===== config.mk =====
export PLATFORM = sky130hd
export DESIGN_NAME = anp_status_regs
export DESIGN_NICKNAME = d
export VERILOG_FILES = /design/src/include/anp_pkg.sv /design/src/verilog/anp_status_regs.sv /design/src/verilog/anp_latch_high.sv /design/src/verilog/anp_view_mux.sv
export SDC_FILE = /design/constraint.sdc
export NUM_CORES = 1
export LEC_CHECK = 0
export BUFFER_PORTS_ARGS = -buffer_cell sky130_fd_sc_hd__buf_2
export CAP_MARGIN = 15
export CORE_UTILIZATION = 54
export DETAILED_ROUTE_END_ITERATION = 6
export PLACE_DENSITY = 0.88
export SYNTH_ARGS = -nofsm -noshare
export SYNTH_HDL_FRONTEND = slang
export SYNTH_SLANG_ARGS = --single-unit

===== constraint.sdc =====
create_clock -name clk -period 1.9 [get_ports clk]
set_input_delay 0.285 -clock clk [delete_from_list [all_inputs] [get_ports clk]]
set_output_delay 0.285 -clock clk [all_outputs]
set_load 0.05 [all_outputs]

===== src/include/anp_pkg.sv =====
// Package: register map, field layout and carriers for partner status registers
package anp_pkg;

  localparam logic [4:0]  ANP_REG_PARTNER_OFS   = 5'h05;
  localparam logic [4:0]  ANP_REG_EXPANSION_OFS = 5'h06;
  localparam logic [15:0] ANP_PARTNER_RST       = 16'h0000;
  localparam logic [15:0] ANP_EXP_RST_COPPER    = 16'h0004;
  localparam logic [15:0] ANP_EXP_RST_FIBER     = 16'h0000;

  // Copper view fields
  localparam int ANP_C_NP      = 15;
  localparam int ANP_C_ACK     = 14;
  localparam int ANP_C_RF      = 13;
  localparam int ANP_C_ASYM    = 11;
  localparam int ANP_C_SYM     = 10;
  localparam int ANP_C_ABIL_LO = 5;
  localparam int ANP_C_SEL_LO  = 0;
  // Fiber view fields
  localparam int ANP_F_RF_LO   = 12;
  localparam int ANP_F_ASYM    = 8;
  localparam int ANP_F_SYM     = 7;
  localparam int ANP_F_GIG_LO  = 5;
  // Expansion fields
  localparam int ANP_E_PDF     = 4;
  localparam int ANP_E_LPNP    = 3;
  localparam int ANP_E_LNP     = 2;
  localparam int ANP_E_PR      = 1;
  localparam int ANP_E_LPAN    = 0;

  localparam logic ANP_LOCAL_NP_COPPER = 1'b1;
  localparam logic ANP_LOCAL_NP_FIBER  = 1'b0;

  // Received page content from the negotiation engines
  typedef struct packed {
    logic       next_page;
    logic       ack;
    logic [1:0] remote_fault;
    logic       asym_pause;
    logic       sym_pause;
    logic [4:0] tech_ability;
    logic [4:0] selector;
    logic [1:0] gig_ability;
  } anp_page_s;

  // Negotiation events and status from the state machines
  typedef struct packed {
    logic pdf_event;
    logic page_event;
    logic fiber_page;
    logic partner_np_able;
    logic partner_an_able;
    logic copper_link_up;
  } anp_event_s;

  // Management read/write request
  typedef struct packed {
    logic       rd;
    logic       wr;
    logic [4:0] addr;
  } anp_req_s;

endpackage : anp_pkg


===== src/verilog/anp_status_regs.sv =====
// Partner ability and expansion status registers, copper and fiber views
`timescale 1ns/1ps
// What this block does
// - Copper bit 10 shows partner symmetric pause
// - Copper bits 9:5 show partner speed modes
// - Copper bits 4:0 hold partner selector
// - Fiber bits 15,14 match copper ones
// - Fiber bits 13:12 show partner remote fault
// - Copper bit 13 remote fault mapped by mask and OR
// - Fiber bit 8 shows asymmetric pause
// - Fiber bit 7 shows symmetric pause
// - Fiber bits 6:5 show gigabit ability both media
// - Parallel detection fault sets copper expansion bit 4
// - Fault bit latched until expansion read
// - Copper expansion bit 3 shows partner next-page able
// - Copper local next-page bit fixed one
// - Page received set on every page event
// - Page received latched until expansion read
// - Copper expansion bit 0 shows partner negotiation able
// - Expansion bits 3 and 0 (partner next-page and negotiation able) valid only copper link up
// - Fiber local next-page bit fixed zero
// - Fiber page received; next pages copper only
// - Copper bit 15 partner next-page request
// - Bit 14 partner acknowledge
module anp_status_regs
  import anp_pkg::*;
(
  input  wire logic        clk,
  input  wire logic        srst,
  input  anp_req_s         req_i,
  input  wire logic        fiber_view,
  input  anp_page_s        page_i,
  input  anp_event_s       evt_i,
  input  wire logic        gig_copper_rx,
  input  wire logic [1:0]  rf_map_mask,
  input  wire logic        rf_map_or,
  output logic [15:0]      rd_data,
  output logic             rd_hit
);

  // ----------------------------------------------------------------
  // State
  // ----------------------------------------------------------------
  typedef struct packed {
    anp_page_s   page;
    logic [1:0]  gig_fiber;
    logic        lpnp;
    logic        lpan;
    logic [15:0] rdata;
    logic        hit;
  } anp_state_s;

  anp_state_s  st_q;
  anp_state_s  st_d;
  logic        exp_read;
  logic        pdf_flag;
  logic        pr_flag;
  logic [15:0] partner_img;
  logic [15:0] exp_img;

  assign exp_read = req_i.rd && (req_i.addr == ANP_REG_EXPANSION_OFS);

  // ----------------------------------------------------------------
  // Latch-high flags
  // ----------------------------------------------------------------
  anp_latch_high u_pdf (
    .clk    (clk),
    .srst   (srst),
    .set_i  (evt_i.pdf_event),
    .clr_i  (exp_read),
    .flag_o (pdf_flag)
  );

  anp_latch_high u_pr (
    .clk    (clk),
    .srst   (srst),
    .set_i  (evt_i.page_event),
    .clr_i  (exp_read),
    .flag_o (pr_flag)
  );

  anp_view_mux u_mux (
    .page_i       (st_q.page),
    .gig_copper_i (gig_copper_rx),
    .gig_fiber_i  (st_q.gig_fiber),
    .fiber_view_i (fiber_view),
    .pdf_i        (pdf_flag),
    .pr_i         (pr_flag),
    .lpnp_i       (st_q.lpnp),
    .lpan_i       (st_q.lpan),
    .rf_mask_i    (rf_map_mask),
    .rf_or_i      (rf_map_or),
    .partner_o    (partner_img),
    .expansion_o  (exp_img)
  );

  // ----------------------------------------------------------------
  // Capture and read
  // ----------------------------------------------------------------
  always_comb begin
    st_d     = st_q;
    st_d.hit = 1'b0;
    if (evt_i.page_event) begin
      st_d.page = page_i;
      // Next pages come only from copper negotiation
      if (evt_i.fiber_page) begin
        st_d.page.next_page = 1'b0;
        st_d.gig_fiber      = page_i.gig_ability;
      end
    end
    // Copper-only flags drop when the copper link falls
    st_d.lpnp = evt_i.copper_link_up & evt_i.partner_np_able;
    st_d.lpan = evt_i.copper_link_up & evt_i.partner_an_able;
    if (req_i.rd) begin
      st_d.hit = 1'b1;
      case (req_i.addr)
        ANP_REG_PARTNER_OFS:   st_d.rdata = partner_img;
        ANP_REG_EXPANSION_OFS: st_d.rdata = exp_img;
        default:               st_d.hit   = 1'b0;
      endcase
    end
    // Writes change no state; a write with a read keeps the old read data
    if (req_i.wr) begin
      st_d.rdata = st_q.rdata;
    end
  end

  always_ff @(posedge clk) begin
    if (srst) begin
      st_q <= '0;
    end else begin
      st_q <= st_d;
    end
  end

  assign rd_data = st_q.rdata;
  assign rd_hit  = st_q.hit;

endmodule : anp_status_regs


===== src/verilog/anp_latch_high.sv =====
// Latch-high status flag, cleared by a register read; set wins over clear
`timescale 1ns/1ps
module anp_latch_high
  import anp_pkg::*;
(
  input  wire logic clk,
  input  wire logic srst,
  input  wire logic set_i,
  input  wire logic clr_i,
  output logic      flag_o
);

  typedef struct packed {
    logic flag;
  } anp_lh_state_s;

  anp_lh_state_s st_q;
  anp_lh_state_s st_d;

  always_comb begin
    st_d = st_q;
    if (clr_i) begin
      st_d.flag = 1'b0;
    end
    // Event in the read cycle stays visible for the next read
    if (set_i) begin
      st_d.flag = 1'b1;
    end
  end

  always_ff @(posedge clk) begin
    if (srst) begin
      st_q <= '0;
    end else begin
      st_q <= st_d;
    end
  end

  assign flag_o = st_q.flag;

endmodule : anp_latch_high


===== src/verilog/anp_view_mux.sv =====
// Builds copper and fiber images of partner ability and expansion registers
`timescale 1ns/1ps
module anp_view_mux
  import anp_pkg::*;
(
  input  anp_page_s   page_i,
  input  logic        gig_copper_i,
  input  logic [1:0]  gig_fiber_i,
  input  logic        fiber_view_i,
  input  logic        pdf_i,
  input  logic        pr_i,
  input  logic        lpnp_i,
  input  logic        lpan_i,
  input  logic [1:0]  rf_mask_i,
  input  logic        rf_or_i,
  output logic [15:0] partner_o,
  output logic [15:0] expansion_o
);

  logic       copper_rf;

  // Two-bit fault folded to one copper bit via mask and OR control
  assign copper_rf = rf_or_i ? |(page_i.remote_fault & rf_mask_i)
                             : &(page_i.remote_fault | ~rf_mask_i) & |rf_mask_i;

  always_comb begin
    partner_o   = ANP_PARTNER_RST;
    expansion_o = '0;
    partner_o[ANP_C_NP]  = page_i.next_page;
    partner_o[ANP_C_ACK] = page_i.ack;
    if (fiber_view_i) begin
      partner_o[ANP_F_RF_LO +: 2] = page_i.remote_fault;
      partner_o[ANP_F_ASYM]       = page_i.asym_pause;
      partner_o[ANP_F_SYM]        = page_i.sym_pause;
      partner_o[ANP_F_GIG_LO +: 2] = gig_fiber_i | {2{gig_copper_i}} & page_i.gig_ability;
      expansion_o[ANP_E_LNP] = ANP_LOCAL_NP_FIBER;
      expansion_o[ANP_E_PR]  = pr_i;
    end else begin
      partner_o[ANP_C_RF]   = copper_rf;
      partner_o[ANP_C_ASYM] = page_i.asym_pause;
      partner_o[ANP_C_SYM]  = page_i.sym_pause;
      partner_o[ANP_C_ABIL_LO +: 5] = page_i.tech_ability;
      partner_o[ANP_C_SEL_LO +: 5]  = page_i.selector;
      expansion_o[ANP_E_PDF]  = pdf_i;
      expansion_o[ANP_E_LPNP] = lpnp_i;
      expansion_o[ANP_E_LNP]  = ANP_LOCAL_NP_COPPER;
      expansion_o[ANP_E_PR]   = pr_i;
      expansion_o[ANP_E_LPAN] = lpan_i;
    end
  end

endmodule : anp_view_mux


==> results of run 1 <==
[worst max-delay path, cell delays in order]
cell       delay, ns
buf_2           0.12
nor3b_4         0.35
nand2_1         0.40
mux2i_1         0.29
o2bb2ai_1       0.09
[cell type report]
| class | count | area (µm²) |
|---|---|---|
| fill | 295 | 1097 |
| clock buffer | 7 | 55.05 |
| sequential | 41 | 820.8 |
| tap | 44 | 55.05 |
| timing repair buffer | 56 | 285.3 |
| multi-input combinational | 121 | 764.5 |
[flip-flops by register name, indices dropped and copies added, names as in the netlist]
name and count:
u_pr.flag_o 1, rd_hit 1, u_pdf.flag_o 1, rd_data 16, st_q 22
[cells by family after synthesis]
kind of cell              count (synthesis)  share of synthesized area (%)
and+or+nand+nor                          69                          20.18
DFF                                      41                          46.46
AOI/OAI and AO/OA                        29                          9.986
buffers and inverters                    28                          10.27
muxes                                    22                          12.61
xor gates and xnor gates                  1                         0.4958
[layout by cell type (no fill, tap or decap), types with 3 or more instances in the layout]
master and count:
a21oi_1 20, buf_2 54, clkbuf_4 5, dfxtp_1 41, mux2i_1 20, nand2_1 18
nand3_1 12, nand3b_1 4, nor2_1 22, o2bb2ai_1 3
[metal layers]
metal / vias up / GRT usage (%)
met2: 49 / 32.91
met3: 11 / 7.424
li1: 712 / -
met5: - / 0
met1: 636 / 27.15
met4: 0 / 13.27
[report_power, final]
| group | internal, W | switching [W] | total [W] |
|---|---|---|---|
| Sequential | 0.000889 | 0.0000167 | 0.000906 |
| Combinational | 0.0000724 | 0.0000829 | 0.000155 |
| Clock | 0.000175 | 0.000254 | 0.000429 |
[path summary, 6_finish.rpt]
kind	from	endpoint	slack, ns	cells after the start
max	req_i[4]	rd_data[3]	0.60	5
min	evt_i[5]	u_pdf.flag_o	0.17	3
max reg2reg	st_q[35]	rd_data[13]	0.89	3
min reg2reg	st_q[19]	st_q[19]	0.46	2
[per-stage QoR]
stage                     setup WS [ns]  total power (W)  area, µm²
after floorplan                  0.5666         0.001020       1767
after global placement           0.3501         0.001076       1926
after detailed placement         0.2679         0.001082       1926
after CTS                        0.6074         0.001503       1981
after global routing             0.5291         0.001565       1981
final                            0.5975         0.001490       1981
==> metrics.md, run 1 <==
| Metric | Value |
|---|---|
| P per Cell Area | `752.3 nW/µm²` |
| Metal3 WL | `218 µm` |
| Post-Route Utilization | `64.35%` |
| CTS Buffer Depth | `2` |
| Routed Antenna Nets | `0` |
| CTS Buf Count | `5` |
| Worst slew margin | `53.39%` |
| First drt pass iteration count | `4` |
| Vias per Instance | `5.234` |
| Critical Path RT | `2.14 ns` |
| CTS root buf | `clkbuf_4` |
| Worst clock skew | `0.006638 ns` |
| Hold Slack | `0.1705 ns` |
| Total gr overflow | `0` |
| Register area share after synthesis | `46.46%` |
| F_max | `767.8 MHz` |
| Met1 WL | `1.462 mm` |
| WL per Instance | `12.86 µm` |
| Maximum vdd drop | `0.4264 mV` |
| Hpwl dp | `2.517 mm` |
| Vias | `1408` |
| Final net count | `263` |
| Initial antenna violation count | `0` |
| Rows | `20` |
| Most frequent cell after synthesis | `dfxtp_1` |
| Ports | `55` |
| First-pass GRT wire length | `5.485 mm` |
| Vias in the first global route | `1231` |
| RePlAce Congestion | `0.7363` |
| Clk sinks | `41` |
| RSZ-0062 raised after global routing | `false` |
| Ys async rst share | `0%` |
| Yosys top cell by area | `dfxtp_1` |
| Final period utilization | `68.55%` |
| H-tree levels | `2` |
| Dpl cells | `262` |
| WS Path Type | `in -> reg` |
| Post-CTS Setup Inserts | `0` |
| Hold crit path type | `in -> reg` |
| Min cycle time layout | `1.302 ns` |
| CTS tree | `done` |
| Share of layout cells above drive strength 1 | `30.22%` |
| Fin. max-slew vios | `0` |
| Synth top area cells | `dfxtp_1 (46%), mux2i_1 (11%), buf_4 (7.2%)` |
| LEAKAGE | `0.9035 nW` |
| Post-synth top flop | `dfxtp_1` |
| Syn_area_per_cell | `9.298 µm²` |
| Startpoint Class | `input port` |
| FF+latch count, synth | `41` |
| Cell Count, Final, Fillers Out | `269` |
| Drt total wl | `3.458 mm` |
| Synth top cells by count | `dfxtp_1 (41), nor2_1 (22), a21oi_1 (20), mux2i_1 (20), nand2_1 (18)` |
| DRT iter0 DRCs | `61` |
| Largest fanout on the critical path | `12` |
| DIE WIDTH | `59.20 µm` |
| Die height | `59.20 µm` |
| Fin. Hold Viols | `0` |
| Largest net degree at the start of global routing | `42` |
| Core ar. | `3078 µm²` |
| Worst skew pair latency | `0.34 ns` |
| PortBufs | `54` |
| Endpoints failing setup | `0` |
| Clock transition at path regs | `0.11 ns` |
| Die area | `3505 µm²` |
| Post-synth EDFFs | `0` |
| Arr. time, crit path | `1.55 ns` |
| Setup tns final | `0 ns` |
| Synth Net Count | `228` |
| Post-Syn Area | `1767 µm²` |
| Gr usage total | `21.94%` |
| Max Used Layer | `met4` |
| Max cap viols | `0` |
| Post-Syn Instances | `190` |
| DR DRC count | `0` |
| CP endpoint kind | `flip-flop` |
| Ant. Diodes | `0` |
| Starting Density | `57.40%` |
| Area Overhead vs Synth | `12.11%` |
| Synth unique cells | `28` |
| Cts hold-fix bufs | `0` |
| Worst Max-Slew Pin Slew | `0.6991 ns` |
| Met2 wire len | `1.664 mm` |
| Yosys warns | `0` |
| Post-synth top area share | `46.46%` |
| CTS resizes | `0` |
| Status | `complete, no violations` |
(Power assumes the default switching activity.)
==> run 2, diff against run 1 <==
CORE_UTILIZATION = 50   (was 54)
PLACE_DENSITY = 0.82   (was 0.88)
clock period = 1.3 ns   (was 1.9 ns; I/O delays follow)
==> metrics.md, run 2 (same netlist as run 1, synthesis figures left out) <==
| Metric | Value |
|---|---|
| Status | `complete, no violations` |
| Hold Slack | `0.07639 ns (-0.09412 ns)` |
| Dpl cells | `271 (+3.4%)` |
| CTS Buffer Depth | `2 (unchanged)` |
| DRT iter0 DRCs | `42 (-31%)` |
| Ant. Diodes | `0 (unchanged)` |
| Area Overhead vs Synth | `17.49%` |
| LEAKAGE | `0.9530 nW (+5.5%)` |
| Final net count | `270 (+2.7%)` |
| Cts hold-fix bufs | `0 (unchanged)` |
| CTS resizes | `0 (unchanged)` |
| Die area | `3775 µm² (+7.7%)` |
| First-pass GRT wire length | `5.175 mm (-5.7%)` |
| CTS root buf | `clkbuf_4` |
| Drt total wl | `3.239 mm (-6.3%)` |
| Min cycle time layout | `1.163 ns` |
| R2R cell count | `3 (unchanged)` |
| Worst clock skew | `0.009250 ns (+0.002612 ns)` |
| Power Internal | `0.001733 W (+52%)` |
| Hold crit path type | `in -> reg` |
| Ports | `55 (unchanged)` |
| Worst skew pair latency | `0.34 ns (about the same)` |
| Vias in the first global route | `1212 (-1.5%)` |
| Cell Count, Final, Fillers Out | `279 (+3.7%)` |
| Vias per Instance | `4.996 (-4.5%)` |
| Final period utilization | `89.50%` |
| WHS Endpoint | `st_q[35]` |
| Crit path max-delay cell type | `dfxtp_1` |
| Critical Path RT | `1.11 ns (-1.03 ns)` |
| DIE WIDTH | `61.44 µm (+3.8%)` |
| Max cap viols | `0 (unchanged)` |
| Logic gate share of total power | `10.7% (+0.3 points)` |
| Family with the most delay on the worst path | `flip-flops` |
| F_max | `859.5 MHz` |
| CP Buf/Inv Count | `1 (unchanged)` |
| CP endpoint kind | `primary output` |
| Rows | `21 (+5.0%)` |
| Largest fanout on the critical path | `2 (-10)` |
| CP cell instances | `buf_2` |
| Switching Share | `23.41% (-0.31 points)` |
| WL per Instance | `11.61 µm (-9.7%)` |
| Share of layout cells above drive strength 1 | `33.05% (+2.8 points)` |
| DR DRC count | `0 (unchanged)` |
| Commonest non-fill, non-tap cell in the layout | `buf_2` |
| CTS Buf Count | `5 (unchanged)` |
| Setup tns final | `0 ns (unchanged)` |
| Register-to-register setup slack | `0.25 ns (-0.64 ns)` |
| Die height | `61.44 µm (+3.8%)` |
| Clk sinks | `41 (unchanged)` |
| Maximum vdd drop | `0.6901 mV (+62%)` |
| Fin. max-slew vios | `0 (unchanged)` |
| Net switching power | `0.0005295 W (+50%)` |
| Vias | `1394 (-0.99%)` |
| Routed Antenna Nets | `0 (unchanged)` |
| Number of flip-flops under the largest register name | `22 (unchanged)` |
| Clock transition at path regs | `0.12 ns (about the same)` |
| Crit-path max cell delay | `0.36 ns (-0.04 ns)` |
| Worst R2R End | `rd_data[13]` |
| Filler Cell Count | `344 (+17%)` |
| Initial antenna violation count | `0 (unchanged)` |
| RSZ-0062 raised after global routing | `false` |
| Total gr overflow | `0 (unchanged)` |
| Commonest cells after routing, fill and taps aside | `buf_2 (54), dfxtp_1 (41), nor2_1 (22)` |
| PortBufs | `54 (unchanged)` |
| Arr. time, crit path | `0.97 ns (-0.58 ns)` |
| Largest net degree at the start of global routing | `20 (-52%)` |
| P per Cell Area | `1090 nW/µm² (+45%)` |
| RePlAce Congestion | `0.7421 (+0.79%)` |
| Worst slew margin | `78.45% (+25 points)` |
| Clock power frac | `30.8% (+2.0 points)` |
| First drt pass iteration count | `6 (+2)` |
| WS Path Type | `reg -> out` |
| Endpoints failing setup | `0 (unchanged)` |
| Core ar. | `3363 µm² (+9.3%)` |
| Sequential share of power | `58.5% (-2.3 points)` |
| Biggest register | `st_q` |
| H-tree levels | `2 (unchanged)` |
| Worst Max-Slew Pin Slew | `0.3227 ns (-0.3765 ns)` |
| Hold path start | `page_i[14]` |
| Fin. Hold Viols | `0 (unchanged)` |
| Hold path depth | `3 (unchanged)` |
| Starting Density | `52.53% (-4.9 points)` |
| R2R Path Start | `st_q[35]` |
| Hpwl dp | `2.401 mm (-4.6%)` |
| Post-CTS Setup Inserts | `0 (unchanged)` |
| Gr usage total | `18.91% (-3.0 points)` |
| CTS tree | `done` |
| Startpoint Class | `flip-flop` |
[run 2: area by class of cell]
type | instances | area (µm²) | area share, %
clock inverters | 1 | 5.005 | 0.2411
well taps | 46 | 57.56 | 2.773
multi-input cells | 121 | 764.5 | 36.83
clock buffers | 7 | 65.06 | 3.134
repair buffers | 63 | 362.8 | 17.48
flip-flops and latches | 41 | 820.8 | 39.54
[run 2: per-layer routing]
layer / global-route usage, % / vias up / part of all wire [%] / wire (µm)
met4: 7.619 / 0 / 1.0 / 33
met5: 0 / - / 0 / 0
met1: 24.84 / 634 / 46 / 1480
met2: 30.12 / 35 / 49 / 1572
met3: 4.412 / 4 / 4.7 / 153
li1: - / 721 / - / -
[run 2: worst max path at each step]
stage	slack, ns	to	cells past startpoint	startpoint
floorplan	0.06	rd_data[12]	6	req_i[4]
global placement	0.002	rd_data[1]	6	req_i[1]
detailed placement	-0.05	rd_data[1]	6	req_i[1]
CTS	0.12	rd_data[6]	1	rd_data[6]
global route	0.09	rd_data[12]	1	rd_data[12]
finish	0.14	rd_data[6]	1	rd_data[6]
[run 2: power groups by stage]
stage                     Clock (W)  Combinational, W  Sequential, W
final                      0.000698          0.000241        0.00132
after global routing       0.000770          0.000267        0.00133
after CTS                  0.000719          0.000243        0.00132
after detailed placement          0          0.000241        0.00135
after global placement            0          0.000238        0.00135
after floorplan                   0          0.000144        0.00135
[run 2: stage by stage]
stage	power, W	instance area [µm²]	worst slack, ns	utilization, %
floorplan	0.001490	1767	0.05663	-
global placement	0.001588	2006	0.001785	59.64
detailed placement	0.001593	2006	-0.04743	59.64
CTS	0.002285	2076	0.1192	61.72
global route	0.002367	2076	0.08749	61.72
finish	0.002262	2076	0.1366	61.72
==> run 3, diff against run 2 <==
CORE_UTILIZATION = 25   (was 50)
PLACE_DENSITY = 0.49   (was 0.82)
clock period = 1.2 ns   (was 1.3 ns; I/O delays follow)
==> metrics.md, run 3 (same netlist as run 1, synthesis figures left out) <==
| Metric | Value |
|---|---|
| Clock power frac | `33.7% (+2.9 points)` |
| F_max | `910.9 MHz` |
| Total gr overflow | `0 (unchanged)` |
| LEAKAGE | `0.9739 nW (+2.2%)` |
| Crit-path max cell delay | `0.36 ns (about the same)` |
| Die height | `86.07 µm (+40%)` |
| Number of flip-flops under the largest register name | `22 (unchanged)` |
| Worst skew pair latency | `0.28 ns (-0.06 ns)` |
| Critical Path RT | `1.02 ns (-0.09 ns)` |
| Drt total wl | `3.975 mm (+23%)` |
| Net switching power | `0.0006259 W (+18%)` |
| RSZ-0062 raised after global routing | `false` |
| Hold crit path type | `in -> reg` |
| R2R Path Start | `st_q[35]` |
| Setup WS post-layout | `0.1022 ns (-0.03438 ns)` |
| CTS Buf Count | `5 (unchanged)` |
| Clock transition at path regs | `0.08 ns (-0.04 ns)` |
| CP Buf/Inv Count | `1 (unchanged)` |
| P per Cell Area | `1180 nW/µm² (+8.2%)` |
| Filler Cell Count | `745 (+120%)` |
| Power Internal | `0.001958 W (+13%)` |
| Startpoint Class | `flip-flop` |
| Post-Route Utilization | `32.25% (-29 points)` |
| DRT iter0 DRCs | `50 (+19%)` |
| Vias in the first global route | `1344 (+11%)` |
| Initial antenna violation count | `0 (unchanged)` |
| CP Capture Point | `rd_data[5]` |
| Endpoints failing setup | `0 (unchanged)` |
| DR DRC count | `0 (unchanged)` |
| Clk sinks | `41 (unchanged)` |
| PortBufs | `54 (unchanged)` |
| CP cell instances | `buf_2` |
| RePlAce Congestion | `0.7188 (-3.1%)` |
| CTS resizes | `0 (unchanged)` |
| Vias per Instance | `4.214 (-16%)` |
| Crit path max-delay cell type | `dfxtp_1` |
| Die area | `7407 µm² (+96%)` |
| Final period utilization | `91.49%` |
| CTS tree | `done` |
| Commonest non-fill, non-tap cell in the layout | `buf_2` |
| Share of layout cells above drive strength 1 | `33.47% (+0.43 points)` |
| Fin. max-slew vios | `0 (unchanged)` |
| WP depth | `1 (unchanged)` |
| Final net count | `273 (+1.1%)` |
| Worst R2R End | `rd_data[13]` |
| R2R cell count | `3 (unchanged)` |
| First drt pass iteration count | `4 (-2)` |
| Core ar. | `6794 µm² (+100%)` |
| Sequential share of power | `55.5% (-3.0 points)` |
| First-pass GRT wire length | `6.492 mm (+25%)` |
| CTS root buf | `clkbuf_8` |
| WL per Instance | `11.97 µm (+3.1%)` |
| H-tree levels | `2 (unchanged)` |
| Dpl ws | `-0.1667 ns (-0.1193 ns)` |
| Cts hold-fix bufs | `0 (unchanged)` |
| Largest net degree at the start of global routing | `34 (+70%)` |
| CTS Buffer Depth | `2 (unchanged)` |
| Fin. Hold Viols | `0 (unchanged)` |
| CP endpoint kind | `primary output` |
| Biggest register | `st_q` |
| Max cap viols | `0 (unchanged)` |
| Routed Antenna Nets | `0 (unchanged)` |
| Ports | `55 (unchanged)` |
| Power, Total | `0.002584 W (+14%)` |
| Gr usage total | `11.48% (-7.4 points)` |
| Min cycle time layout | `1.098 ns` |
| Switching Share | `24.22% (+0.81 points)` |
| Worst slew margin | `78.23% (-0.22 points)` |
| Family with the most delay on the worst path | `flip-flops` |
| Ant. Diodes | `0 (unchanged)` |
| Vias | `1399 (+0.36%)` |
| Post-CTS Setup Inserts | `0 (unchanged)` |
| Commonest cells after routing, fill and taps aside | `buf_2 (54), dfxtp_1 (41), nor2_1 (22)` |
| WS Path Type | `reg -> out` |
| Maximum vdd drop | `0.4864 mV (-30%)` |
| Largest fanout on the critical path | `2 (unchanged)` |
| Logic gate share of total power | `10.8% (about the same)` |
| Register-to-register setup slack | `0.18 ns (-0.07 ns)` |
| Status | `complete, no violations` |
| Area Overhead vs Synth | `24.01%` |
| Worst Max-Slew Pin Slew | `0.3259 ns (+0.003263 ns)` |
| Worst clock skew | `0.006291 ns (-0.002959 ns)` |
| Arr. time, crit path | `0.92 ns (-0.05 ns)` |
| Hpwl dp | `2.938 mm (+22%)` |
| DIE WIDTH | `86.07 µm (+40%)` |
| Rows | `30 (+43%)` |
| Crit path launch | `rd_data[5]` |
| Starting Density | `26.00% (-27 points)` |
## run 3: cell type report
type / count / area (µm²) / share of cell area (%)
Clock inverter: 2 / 15.01 / 0.6853
Timing Repair Buffer: 66 / 397.9 / 18.16
Clock buffer: 6 / 72.57 / 3.312
Multi-Input combinational cell: 121 / 764.5 / 34.89
Tap cell: 96 / 120.1 / 5.483
Sequential cell: 41 / 820.8 / 37.46
## run 3: through the flow
stage          instance area, µm²  TNS (ns)  instances  hold WS [ns]
5_1_grt                      2191         0        332        0.1109
4_1_cts                      2191         0        332        0.1084
3_5_place_dp                 2103    -2.066        324        0.4125
3_3_place_gp                 2103    -1.753        324        0.3959
6_report                     2191         0        332        0.1211
2_1_floorplan                1770  -0.02571        190        0.2974
## run 3: power by group through the flow
stage,clock network (W),registers (W),logic [W]
6_report,0.000871,0.00143,0.000280
5_1_grt,0.000973,0.00144,0.000313
4_1_cts,0.000908,0.00143,0.000285
3_5_place_dp,0,0.00147,0.000284
3_3_place_gp,0,0.00147,0.000282
2_1_floorplan,0,0.00146,0.000156
## run 3: worst min-delay path by stage
stage / start / to / slack (ns) / cells past startpoint
2_1_floorplan: evt_i[5] / u_pdf.flag_o / 0.30 / 2
3_3_place_gp: evt_i[5] / u_pdf.flag_o / 0.40 / 3
3_5_place_dp: evt_i[5] / u_pdf.flag_o / 0.41 / 3
4_1_cts: evt_i[5] / u_pdf.flag_o / 0.11 / 3
5_1_grt: page_i[14] / st_q[35] / 0.11 / 3
6_report: page_i[13] / st_q[34] / 0.12 / 3
## run 3: layer usage
layer / track usage (%) / share of wire (%) / up-vias
li1: - / - / 725
met1: 14.46 / 47 / 640
met2: 18.47 / 46 / 32
met3: 3.850 / 6.1 / 2
met4: 3.636 / 0.68 / 0
met5: 0 / 0 / -
